<file path="config.mk">
export PLATFORM = sky130hd
export DESIGN_NAME = fast_osc_control
export DESIGN_NICKNAME = d
export VERILOG_FILES = /design/src/logic/fast_osc_pkg.sv /design/src/logic/osc_stab_wait.sv /design/src/logic/fast_osc_control.sv
export VERILOG_INCLUDE_DIRS = /design/src /design/src/logic
export SDC_FILE = /design/constraint.sdc
export NUM_CORES = 1
export LEC_CHECK = 0
export ABC_AREA = 1
export ABC_CLOCK_PERIOD_IN_PS = 2100
export BUFFER_PORTS_ARGS = -buffer_cell sky130_fd_sc_hd__clkbuf_2
export CORE_ASPECT_RATIO = 1.4
export CORE_MARGIN = 4
export CORE_UTILIZATION = 56
export CTS_CLUSTER_SIZE = 30
export DETAILED_ROUTE_END_ITERATION = 16
export GPL_TIMING_DRIVEN = 1
export MAX_ROUTING_LAYER = met4
export PLACE_DENSITY = 0.81
export SYNTH_ARGS = -nofsm -noshare
export SYNTH_HDL_FRONTEND = slang
export SYNTH_SLANG_ARGS = --single-unit
</file>
<file path="constraint.sdc">
create_clock -name mclk -period 2.1 [get_ports mclk]
set_clock_uncertainty 0.15 [all_clocks]
set_input_delay 0.21 -clock mclk [delete_from_list [all_inputs] [get_ports mclk]]
set_output_delay 0.21 -clock mclk [all_outputs]
set_load 0.05 [all_outputs]
</file>
<file path="src/logic/fast_osc_params.svh">
/*
  constants of the fast oscillator control block: register offsets,
  field positions, reset values and stabilization wait counts.
  assumes it is included by its bare name wherever it is needed.
*/
`ifndef FAST_OSC_PARAMS_SVH
`define FAST_OSC_PARAMS_SVH

// ==========================================================
// register byte offsets
`define OFS_CONTROL        8'h00
`define OFS_SOURCE         8'h04
`define OFS_WAIT           8'h08
`define OFS_CLKOUT         8'h0C
`define OFS_STATUS         8'h10

// ==========================================================
// control register fields
`define BIT_INT_ENABLE     0
`define BIT_RES_ENABLE     1
`define BIT_SLOW_ENABLE    2

// source register fields
`define POS_SYS_SRC        0
`define POS_FREQ_SEL       4
`define BIT_SLOW_SELECT    8

// wait register fields
`define POS_INT_WAIT       0
`define POS_RES_WAIT       4

// clock output register fields, channel b sits 8 bits higher
`define BIT_OUT_ENABLE     0
`define POS_OUT_SRC        1
`define POS_OUT_DIV        4
`define OUT_CHAN_STRIDE    8

// status register fields
`define BIT_INT_STABLE     0
`define BIT_RES_STABLE     1
`define BIT_SLOW_LEVEL     2
`define BIT_CPU_RUN        3

// ==========================================================
// reset values
`define RST_INT_ENABLE     1'b1
`define RST_RES_ENABLE     1'b0
`define RST_SLOW_ENABLE    1'b0
`define RST_SLOW_SELECT    1'b1
`define RST_FIELD2         2'h0

// ==========================================================
// encodings
`define SRC_FAST_INT       2'h0
`define SRC_SLOW           2'h1
`define SRC_FAST_RES       2'h2
`define SRC_RESERVED       2'h3
`define FREQ_RESERVED      2'h3
`define OUT_SRC_INT        2'h0
`define OUT_SRC_RES        2'h1
`define OUT_SRC_SLOW       2'h2

// ==========================================================
// stabilization waits in oscillator cycles at field value 0
`define INT_WAIT_MAX       11'h040
`define RES_WAIT_MAX       11'h400

`endif

</file>
<file path="src/logic/fast_osc_pkg.sv">
/*
  types shared by the fast oscillator control files.
  assumes fast_osc_params.svh carries the numeric constants.
*/
package fast_osc_pkg;
  typedef logic [1:0]  field2_type;
  typedef logic [10:0] wait_count_type;
  typedef logic [31:0] word_type;
endpackage

</file>
<file path="src/logic/osc_stab_wait.sv">
/*
  stabilization wait counter for one oscillator.
  assumes osc_edge is a one-cycle pulse per oscillator cycle, already
  synchronised to mclk, and wait_cycles is steady while counting.
*/
`timescale 1ns/1ps
module osc_stab_wait
  import fast_osc_pkg::*;
(
  input  wire logic           mclk,
  input  wire logic           reset,
  input  wire logic           run,
  input  wire logic           osc_edge,
  input  wire wait_count_type wait_cycles,
  output logic                stable_reg
);
  wait_count_type count_reg;

  // ==========================================================
  // count oscillator cycles, restart whenever the oscillator halts
  always_ff @(posedge mclk) begin
    if (reset || !run) begin
      count_reg <= '0;
    end else if (osc_edge && !stable_reg) begin
      count_reg <= count_reg + 11'h001;
    end
  end

  always_ff @(posedge mclk) begin
    if (reset || !run) begin
      stable_reg <= 1'b0;
    end else if (count_reg >= wait_cycles) begin
      stable_reg <= 1'b1;
    end
  end
endmodule // osc_stab_wait

</file>
<file path="src/logic/fast_osc_control.sv">
/*
  fast oscillator control: enables, sleep stop, frequency select,
  stabilization waits, system clock source, two divided clock outputs,
  and an avalon-mm register slave with waitrequest.
  assumes the oscillator outputs arrive asynchronous to mclk and each
  runs below half the mclk rate; sleep_mode comes from mclk logic.
*/
// What this block does
// - internal oscillator frequency from a 2-bit select, 0=2M 1=1M 2=500k, resets 0.
// - internal oscillator runs while its enable is 1, halts at 0.
// - internal oscillator halts in sleep regardless of its enable.
// - internal oscillator enable resets to 1 so the system starts on it.
// - internal clock withheld after start until its wait has elapsed.
// - internal wait select 3/2/1/0 gives 8/16/32/64 cycles, resets 0.
// - cpu starts only after internal oscillator finishes its 64-cycle wait.
// - resonator oscillator runs while its enable is 1, halts at 0.
// - resonator oscillator halts in sleep regardless of its enable.
// - resonator oscillator enable resets to 0, oscillator halted.
// - resonator clock withheld after start until its wait has elapsed.
// - resonator wait select 3/2/1/0 gives 128/256/512/1024 cycles, resets 0.
// - two clock outputs, each a divided fast or slow clock.
// - system clock is internal after reset, software may switch sources.
// - slow clock taken from crystal or internal slow oscillator by select.
`timescale 1ns/1ps
`include "fast_osc_params.svh"
module fast_osc_control
  import fast_osc_pkg::*;
(
  input  wire logic        mclk,
  input  wire logic        reset,
  input  wire logic [7:0]  avs_address,
  input  wire logic        avs_read,
  input  wire logic        avs_write,
  input  wire logic [31:0] avs_writedata,
  input  wire logic [3:0]  avs_byteenable,
  output logic [31:0]      avs_readdata,
  output logic             avs_waitrequest,
  input  wire logic        sleep_mode,
  input  wire logic        fast_internal_osc,
  input  wire logic        fast_resonator_osc,
  input  wire logic        slow_crystal_osc,
  input  wire logic        slow_internal_osc,
  output logic             fast_internal_run_reg,
  output field2_type       fast_internal_freq_sel_reg,
  output logic             fast_resonator_run_reg,
  output logic             slow_run_reg,
  output logic             slow_select_reg,
  output field2_type       sys_clock_src_reg,
  output logic             sys_clock_supply_reg,
  output logic             cpu_run_reg,
  output logic             clock_out_a,
  output logic             clock_out_b
);
  // ==========================================================
  // software state
  logic           fast_internal_enable_reg;
  logic           fast_resonator_enable_reg;
  logic           slow_enable_reg;
  field2_type     fast_internal_wait_sel_reg;
  field2_type     fast_resonator_wait_sel_reg;
  logic [1:0]     out_enable_reg;
  field2_type     out_src_reg [2];
  field2_type     out_div_reg [2];
  logic           sleep_prev_reg;
  logic           int_stable;
  logic           res_stable;
  logic           slow_clock_reg;
  logic           slow_prev_reg;
  logic           slow_edge;
  logic [3:0]     osc_pin;
  logic [3:0]     sync1_reg;
  logic [3:0]     sync2_reg;
  logic [3:0]     sync3_reg;
  logic [3:0]     osc_edge;
  logic [1:0]     out_reg;
  logic           write_hit;
  logic           sleep_exit;
  word_type       read_next;
  wait_count_type int_wait_cycles;
  wait_count_type res_wait_cycles;

  assign write_hit  = avs_write && !avs_waitrequest;
  assign sleep_exit = sleep_prev_reg && !sleep_mode;

  // ==========================================================
  // avalon slave: one wait cycle, then the access completes
  always_ff @(posedge mclk) begin
    if (reset) begin
      avs_waitrequest <= 1'b1;
    end else if (!avs_waitrequest) begin
      avs_waitrequest <= 1'b1;
    end else if (avs_read || avs_write) begin
      avs_waitrequest <= 1'b0;
    end
  end

  always_comb begin
    read_next = '0;
    case (avs_address)
      `OFS_CONTROL: begin
        read_next[`BIT_INT_ENABLE]  = fast_internal_enable_reg;
        read_next[`BIT_RES_ENABLE]  = fast_resonator_enable_reg;
        read_next[`BIT_SLOW_ENABLE] = slow_enable_reg;
      end
      `OFS_SOURCE: begin
        read_next[`POS_SYS_SRC+:2]  = sys_clock_src_reg;
        read_next[`POS_FREQ_SEL+:2] = fast_internal_freq_sel_reg;
        read_next[`BIT_SLOW_SELECT] = slow_select_reg;
      end
      `OFS_WAIT: begin
        read_next[`POS_INT_WAIT+:2] = fast_internal_wait_sel_reg;
        read_next[`POS_RES_WAIT+:2] = fast_resonator_wait_sel_reg;
      end
      `OFS_CLKOUT: begin
        read_next[`BIT_OUT_ENABLE] = out_enable_reg[0];
        read_next[`POS_OUT_SRC+:2] = out_src_reg[0];
        read_next[`POS_OUT_DIV+:2] = out_div_reg[0];
        read_next[`OUT_CHAN_STRIDE+`BIT_OUT_ENABLE] = out_enable_reg[1];
        read_next[`OUT_CHAN_STRIDE+`POS_OUT_SRC+:2] = out_src_reg[1];
        read_next[`OUT_CHAN_STRIDE+`POS_OUT_DIV+:2] = out_div_reg[1];
      end
      `OFS_STATUS: begin
        read_next[`BIT_INT_STABLE] = int_stable;
        read_next[`BIT_RES_STABLE] = res_stable;
        read_next[`BIT_SLOW_LEVEL] = slow_clock_reg;
        read_next[`BIT_CPU_RUN]    = cpu_run_reg;
      end
      default: begin
        read_next = '0;
      end
    endcase
  end

  // read data stand from the edge that drops waitrequest
  always_ff @(posedge mclk) begin
    if (reset) begin
      avs_readdata <= '0;
    end else if (avs_waitrequest && avs_read) begin
      avs_readdata <= read_next;
    end
  end

  // ==========================================================
  // enables; leaving sleep forces the internal oscillator on
  always_ff @(posedge mclk) begin
    if (reset) begin
      fast_internal_enable_reg  <= `RST_INT_ENABLE;
      fast_resonator_enable_reg <= `RST_RES_ENABLE;
      slow_enable_reg           <= `RST_SLOW_ENABLE;
    end else begin
      if (write_hit && avs_address == `OFS_CONTROL && avs_byteenable[0]) begin
        fast_internal_enable_reg  <= avs_writedata[`BIT_INT_ENABLE];
        fast_resonator_enable_reg <= avs_writedata[`BIT_RES_ENABLE];
        slow_enable_reg           <= avs_writedata[`BIT_SLOW_ENABLE];
      end
      if (sleep_exit) begin
        fast_internal_enable_reg <= 1'b1;
      end
    end
  end

  always_ff @(posedge mclk) begin
    if (reset) begin
      sleep_prev_reg <= 1'b0;
    end else begin
      sleep_prev_reg <= sleep_mode;
    end
  end

  // ==========================================================
  // source register; reserved codes are not stored
  always_ff @(posedge mclk) begin
    if (reset) begin
      sys_clock_src_reg          <= `SRC_FAST_INT;
      fast_internal_freq_sel_reg <= `RST_FIELD2;
      slow_select_reg            <= `RST_SLOW_SELECT;
    end else begin
      if (write_hit && avs_address == `OFS_SOURCE && avs_byteenable[0]) begin
        if (avs_writedata[`POS_SYS_SRC+:2] != `SRC_RESERVED) begin
          sys_clock_src_reg <= avs_writedata[`POS_SYS_SRC+:2];
        end
        if (avs_writedata[`POS_FREQ_SEL+:2] != `FREQ_RESERVED) begin
          fast_internal_freq_sel_reg <= avs_writedata[`POS_FREQ_SEL+:2];
        end
      end
      if (write_hit && avs_address == `OFS_SOURCE && avs_byteenable[1]) begin
        slow_select_reg <= avs_writedata[`BIT_SLOW_SELECT];
      end
      if (sleep_exit) begin
        sys_clock_src_reg <= `SRC_FAST_INT;
      end
    end
  end

  // wait selects and the wait cycle counts they select
  always_ff @(posedge mclk) begin
    if (reset) begin
      fast_internal_wait_sel_reg  <= `RST_FIELD2;
      fast_resonator_wait_sel_reg <= `RST_FIELD2;
    end else if (write_hit && avs_address == `OFS_WAIT && avs_byteenable[0]) begin
      fast_internal_wait_sel_reg  <= avs_writedata[`POS_INT_WAIT+:2];
      fast_resonator_wait_sel_reg <= avs_writedata[`POS_RES_WAIT+:2];
    end
  end

  assign int_wait_cycles = `INT_WAIT_MAX >> fast_internal_wait_sel_reg;
  assign res_wait_cycles = `RES_WAIT_MAX >> fast_resonator_wait_sel_reg;

  // ==========================================================
  // oscillator run outputs
  always_ff @(posedge mclk) begin
    if (reset) begin
      fast_internal_run_reg  <= 1'b0;
      fast_resonator_run_reg <= 1'b0;
      slow_run_reg           <= 1'b0;
    end else begin
      fast_internal_run_reg  <= fast_internal_enable_reg && !sleep_mode;
      fast_resonator_run_reg <= fast_resonator_enable_reg && !sleep_mode;
      slow_run_reg           <= slow_enable_reg;
    end
  end

  // ==========================================================
  // oscillator pins: two-stage synchroniser, then edge detect
  assign osc_pin = {slow_internal_osc, slow_crystal_osc,
                    fast_resonator_osc, fast_internal_osc};

  generate
    for (genvar i = 0; i < 4; i++) begin : g_sync
      always_ff @(posedge mclk) begin
        if (reset) begin
          sync1_reg[i] <= 1'b0;
          sync2_reg[i] <= 1'b0;
          sync3_reg[i] <= 1'b0;
        end else begin
          sync1_reg[i] <= osc_pin[i];
          sync2_reg[i] <= sync1_reg[i];
          sync3_reg[i] <= sync2_reg[i];
        end
      end
      assign osc_edge[i] = sync2_reg[i] && !sync3_reg[i];
    end
  endgenerate

  // slow clock from the selected slow oscillator
  always_ff @(posedge mclk) begin
    if (reset) begin
      slow_clock_reg <= 1'b0;
      slow_prev_reg  <= 1'b0;
    end else begin
      slow_clock_reg <= slow_select_reg ? sync2_reg[3] : sync2_reg[2];
      slow_prev_reg  <= slow_clock_reg;
    end
  end
  assign slow_edge = slow_clock_reg && !slow_prev_reg && slow_run_reg;

  // ==========================================================
  // stabilization waits
  osc_stab_wait u_int_wait (
    .mclk        (mclk),
    .reset       (reset),
    .run         (fast_internal_run_reg),
    .osc_edge    (osc_edge[0]),
    .wait_cycles (int_wait_cycles),
    .stable_reg  (int_stable)
  );

  osc_stab_wait u_res_wait (
    .mclk        (mclk),
    .reset       (reset),
    .run         (fast_resonator_run_reg),
    .osc_edge    (osc_edge[1]),
    .wait_cycles (res_wait_cycles),
    .stable_reg  (res_stable)
  );

  // a fast clock reaches the system only once its source is stable; the slow clock once it runs
  always_ff @(posedge mclk) begin
    if (reset) begin
      sys_clock_supply_reg <= 1'b0;
    end else begin
      case (sys_clock_src_reg)
        `SRC_FAST_INT: sys_clock_supply_reg <= int_stable;
        `SRC_FAST_RES: sys_clock_supply_reg <= res_stable;
        `SRC_SLOW:     sys_clock_supply_reg <= slow_run_reg;
        default:       sys_clock_supply_reg <= 1'b0;
      endcase
    end
  end

  // cpu start after the first internal wait; held afterwards
  always_ff @(posedge mclk) begin
    if (reset) begin
      cpu_run_reg <= 1'b0;
    end else if (int_stable) begin
      cpu_run_reg <= 1'b1;
    end
  end

  // ==========================================================
  // divided clock outputs
  generate
    for (genvar c = 0; c < 2; c++) begin : g_out
      logic [6:0] div_count_reg;
      logic       src_edge;
      localparam int BASE = c * `OUT_CHAN_STRIDE;

      always_ff @(posedge mclk) begin
        if (reset) begin
          out_enable_reg[c] <= 1'b0;
          out_src_reg[c]    <= `OUT_SRC_INT;
          out_div_reg[c]    <= `RST_FIELD2;
        end else if (write_hit && avs_address == `OFS_CLKOUT &&
                     avs_byteenable[c]) begin
          out_enable_reg[c] <= avs_writedata[BASE+`BIT_OUT_ENABLE];
          out_src_reg[c]    <= avs_writedata[BASE+`POS_OUT_SRC+:2];
          out_div_reg[c]    <= avs_writedata[BASE+`POS_OUT_DIV+:2];
        end
      end

      always_comb begin
        case (out_src_reg[c])
          `OUT_SRC_INT:  src_edge = osc_edge[0] && int_stable;
          `OUT_SRC_RES:  src_edge = osc_edge[1] && res_stable;
          `OUT_SRC_SLOW: src_edge = slow_edge;
          default:       src_edge = 1'b0;
        endcase
      end

      // half period of 1, 4, 16 or 64 source cycles
      always_ff @(posedge mclk) begin
        if (reset || !out_enable_reg[c]) begin
          div_count_reg <= '0;
          out_reg[c]    <= 1'b0;
        end else if (src_edge) begin
          if (div_count_reg >= (7'h01 << {out_div_reg[c], 1'b0}) - 7'h01) begin
            div_count_reg <= '0;
            out_reg[c]    <= !out_reg[c];
          end else begin
            div_count_reg <= div_count_reg + 7'h01;
          end
        end
      end
    end
  endgenerate

  assign clock_out_a = out_reg[0];
  assign clock_out_b = out_reg[1];
endmodule // fast_osc_control

</file>
==> flow_summary_export.csv <==
group,metric,value,unit
synth,syn_area,0.00496,mm2
pwr,power_frac_seq,49.7,%
clock_network,cts_max_level,3,
setup_path,critical_path_class,"register to register",
sta,fmax,526,MHz
floorplanning,core_area,0.00861,mm2
pwr,clkPwrFrac,41.0,%
global_route,grt_max_degree,27,
synth,synth_compound_area_share,10.6,%
layout,largest_reg_flops,14,
floorplanning,die_w,87.6,um
sta,fin_crit_sh,90.6,%
synth,synth_top_family_by_area,"simple AND/OR/NAND/NOR gates",
sta,fin_setup_tns,0,ns
detailed_routing,via_per_inst,5.13,
floorplanning,pin_count,98,
clock_network,cts_resized,0,
floorplanning,num_rows,40,
setup_path,worst-path-buf-inv,0,
synth,synth_xor_area_share,0.529,%
detailed_routing,drt-wirelength-per-cell,12.8,um
setup_path,cp-start-kind,"register",
clock_network,clkSinkCount,92,
setup_path,path_cells,"nand2_1 > ha_1 > nand2_1 > nor2_1 > nand4_1 > nand3_1 > nand2_1 > nand2_1 > nor2_1",
clock_network,clk_path_buf_depth,2,
clock_network,cts_root_buffer,"clkbuf_16",
layout,seq_area,0.00192,mm2
place,post-place-ws,0.218,ns
setup_path,slowest_stage,"edfxtp_1",
place,postPlaceCellArea,0.00523,mm2
setup_path,path_delay_family,"simple AND/OR/NAND/NOR gates",
global_route,grt_util_met3,2.84,%
setup_path,endpoint_kind,"register",
synth,yosysUniqueCellTypes,48,
sta,relSlewSlack,59.0,%
pwr,switching_share,25.9,%
layout,fill_cells,718,
setup_path,critPathMaxFanout,7,
layout,n_antenna_cell,0,
global_route,grt_pass1_wl,18200,um
clock_network,tritoncts,"done",
worst_hold_path,hp-class,"primary input to register",
global_route,grt_pass1_vias,4266,
floorplanning,die_y,119,um
synth,synth_fa_ha_area_share,6.05,%
layout,drive_above_1_share,15.7,%
pwr,internal-power,0.00271,W
layout,finalNetCount,812,
synth,yosys_register_bits,92,
detailed_routing,drtAntennaViolNets,0,
floorplanning,initial_utilization,57.7,%
sta,drv_slew,0,
detailed_routing,vias,4335,
setup_path,critPathRequiredTime,2.17,ns
layout,final_common_cell,"nand2_1",
synth,yosys_warnings,0,
detailed_routing,drcViolationCount,0,
place,io_buffers,52,
flow_run,cap_violations,0,
clock_network,clkTransAtPathRegs,0.07,ns
place,place_congestion,0.848,
global_route,use_met2,40.2,%
global_route,grtUsageMet1,23.4,%
outcome,status,"finished clean",
setup_path,max_stage_delay,0.46,ns
pwr,ir_drop,0.000549,V
sta,setup_viol,0,
setup_path,cp_common_cell,"nand2_1",
clock_network,post_cts_buffers,0,
synth,yosysSeqAreaShare,38.7,%
synth,synth.avg_cell_area,7.41,um2
synth,synthMuxAreaShare,0,%
sta,period_needed,1.90,ns
pwr,power,0.00366,W
layout,mostFrequentLayoutCells,"nand2_1, inv_1, dfxtp_1",
pwr,power.leakage,2.49,nW
sta,finalHoldViolations,0,
synth,synth_cells,670,
detailed_routing,drtPass1Iterations,4,
pwr,power_density,655,mW/mm2
detailed_routing,wl,10800,um
setup_path,arrival,1.98,ns
layout,fin_util,64.9,%
layout,post-route-cell-area,0.00559,mm2
global_route,antenna_found_initial,0,
synth,synth_simple_gate_area_share,30.6,%
detailed_routing,initialDrtViolationCount,251,
floorplanning,dieArea,0.0105,mm2
global_route,grt_usage,22.4,%
clock_network,cts-hold-fix-buffers,9,
global_route,grt.busiest_layer,"met2",
sta,setup_slack,0.197,ns
layout,multi_input_comb_area,0.00246,mm2
clock_network,cts_buffers,9,
pwr,p_sw,0.000947,W
layout,synthToLayoutAreaGrowth,12.6,%
sta,rsz0062_at_grt,"false",
place,post-dp-hpwl,8200,um
clock_network,clkLatencyLatePin,0.34,ns
pwr,combPwrFrac,9.3,%
sta,tightestPinTransition,0.614,ns
global_route,grt_overflow,0,
==> final cells by class <==
class	instances	share of cell area [%]
clock buffer	12	4.41
clock inverter	4	0.470
inverter	112	7.68
multi-input combinational	456	44.0
sequential	92	34.4
tap	105	2.35
timing repair buffer	64	6.67
==> power by group through the flow <==
stage	sequential (W)	clock, W	combinational, W
finish	0.00182	0.00150	0.000339
global route	0.00182	0.00157	0.000369
CTS	0.00182	0.00152	0.000339
detailed placement	0.00186	0	0.000323
global placement	0.00186	0	0.000319
floorplan	0.00190	0	0.000235
==> cells in the mapped netlist (all sizes together) <==
| library cell | number | area, um2 |
|---|---|---|
| a211oi | 6 | 65.1 |
| a21o | 2 | 15.0 |
| a21oi | 41 | 216 |
| a311oi | 1 | 8.76 |
| and3 | 1 | 6.26 |
| buf | 31 | 231 |
| clkinv | 2 | 8.75 |
| conb | 2 | 7.51 |
| dfxtp | 84 | 1680 |
| edfxtp | 8 | 240 |
| ha | 24 | 300 |
| inv | 110 | 420 |
| nand2 | 139 | 566 |
| nand3 | 50 | 298 |
| nand4 | 12 | 75.1 |
| nor2 | 94 | 435 |
| nor3 | 15 | 113 |
| nor3b | 2 | 15.0 |
| nor4 | 1 | 6.26 |
| o211ai | 2 | 15.0 |
| o21ai | 36 | 180 |
| o21bai | 1 | 7.51 |
| o22ai | 2 | 18.8 |
| or2 | 1 | 6.26 |
| xnor2 | 1 | 8.76 |
| xor2 | 2 | 17.5 |
==> worst register-to-register path, cell delays in order, from the launching register on <==
cell and delay [ns]:
edfxtp_1 0.46, nand2_1 0.09, ha_1 0.28, nand2_1 0.06, nor2_1 0.14, nand4_1 0.10
nand3_1 0.13, nand2_1 0.06, nand2_1 0.23, nor2_1 0.08
==> metrics by stage <==
step	hold slack (ns)	std cells
after floorplan	0.132	691
after global placement	0.240	820
after detailed placement	0.248	820
after CTS	0.00241	845
after global routing	0.0336	845
final	0.0155	845
==> logic make-up after synthesis <==
logic type | Yosys count
xor gates and xnor gates | 3
buffers and inverters | 143
AOI/OAI and AO/OA | 91
adders and majority gates | 24
and+or+nand+nor | 315
other | 2
DFF | 92
==> worst paths after layout <==
path	to	slack [ns]	cells past startpoint	from
worst max register to register	g_out[1].div_count_reg[3]	0.20	9	out_div_reg[1][1]
worst min-delay path	slow_enable_reg	0.02	3	avs_writedata[2]
worst min register to register	sync2_reg[2]	0.26	2	sync1_reg[2]
worst max-delay path	g_out[1].div_count_reg[3]	0.20	9	out_div_reg[1][1]
==> routing by layer <==
layer,wire (um),share of wire [%],vias to the layer above
li1,-,-,2232
met5,0,0,-
met2,5700,53,94
met4,345,3.2,0
met1,4280,40,1982
met3,455,4.2,27
No activity file was read; power rests on OpenSTA's default activity.
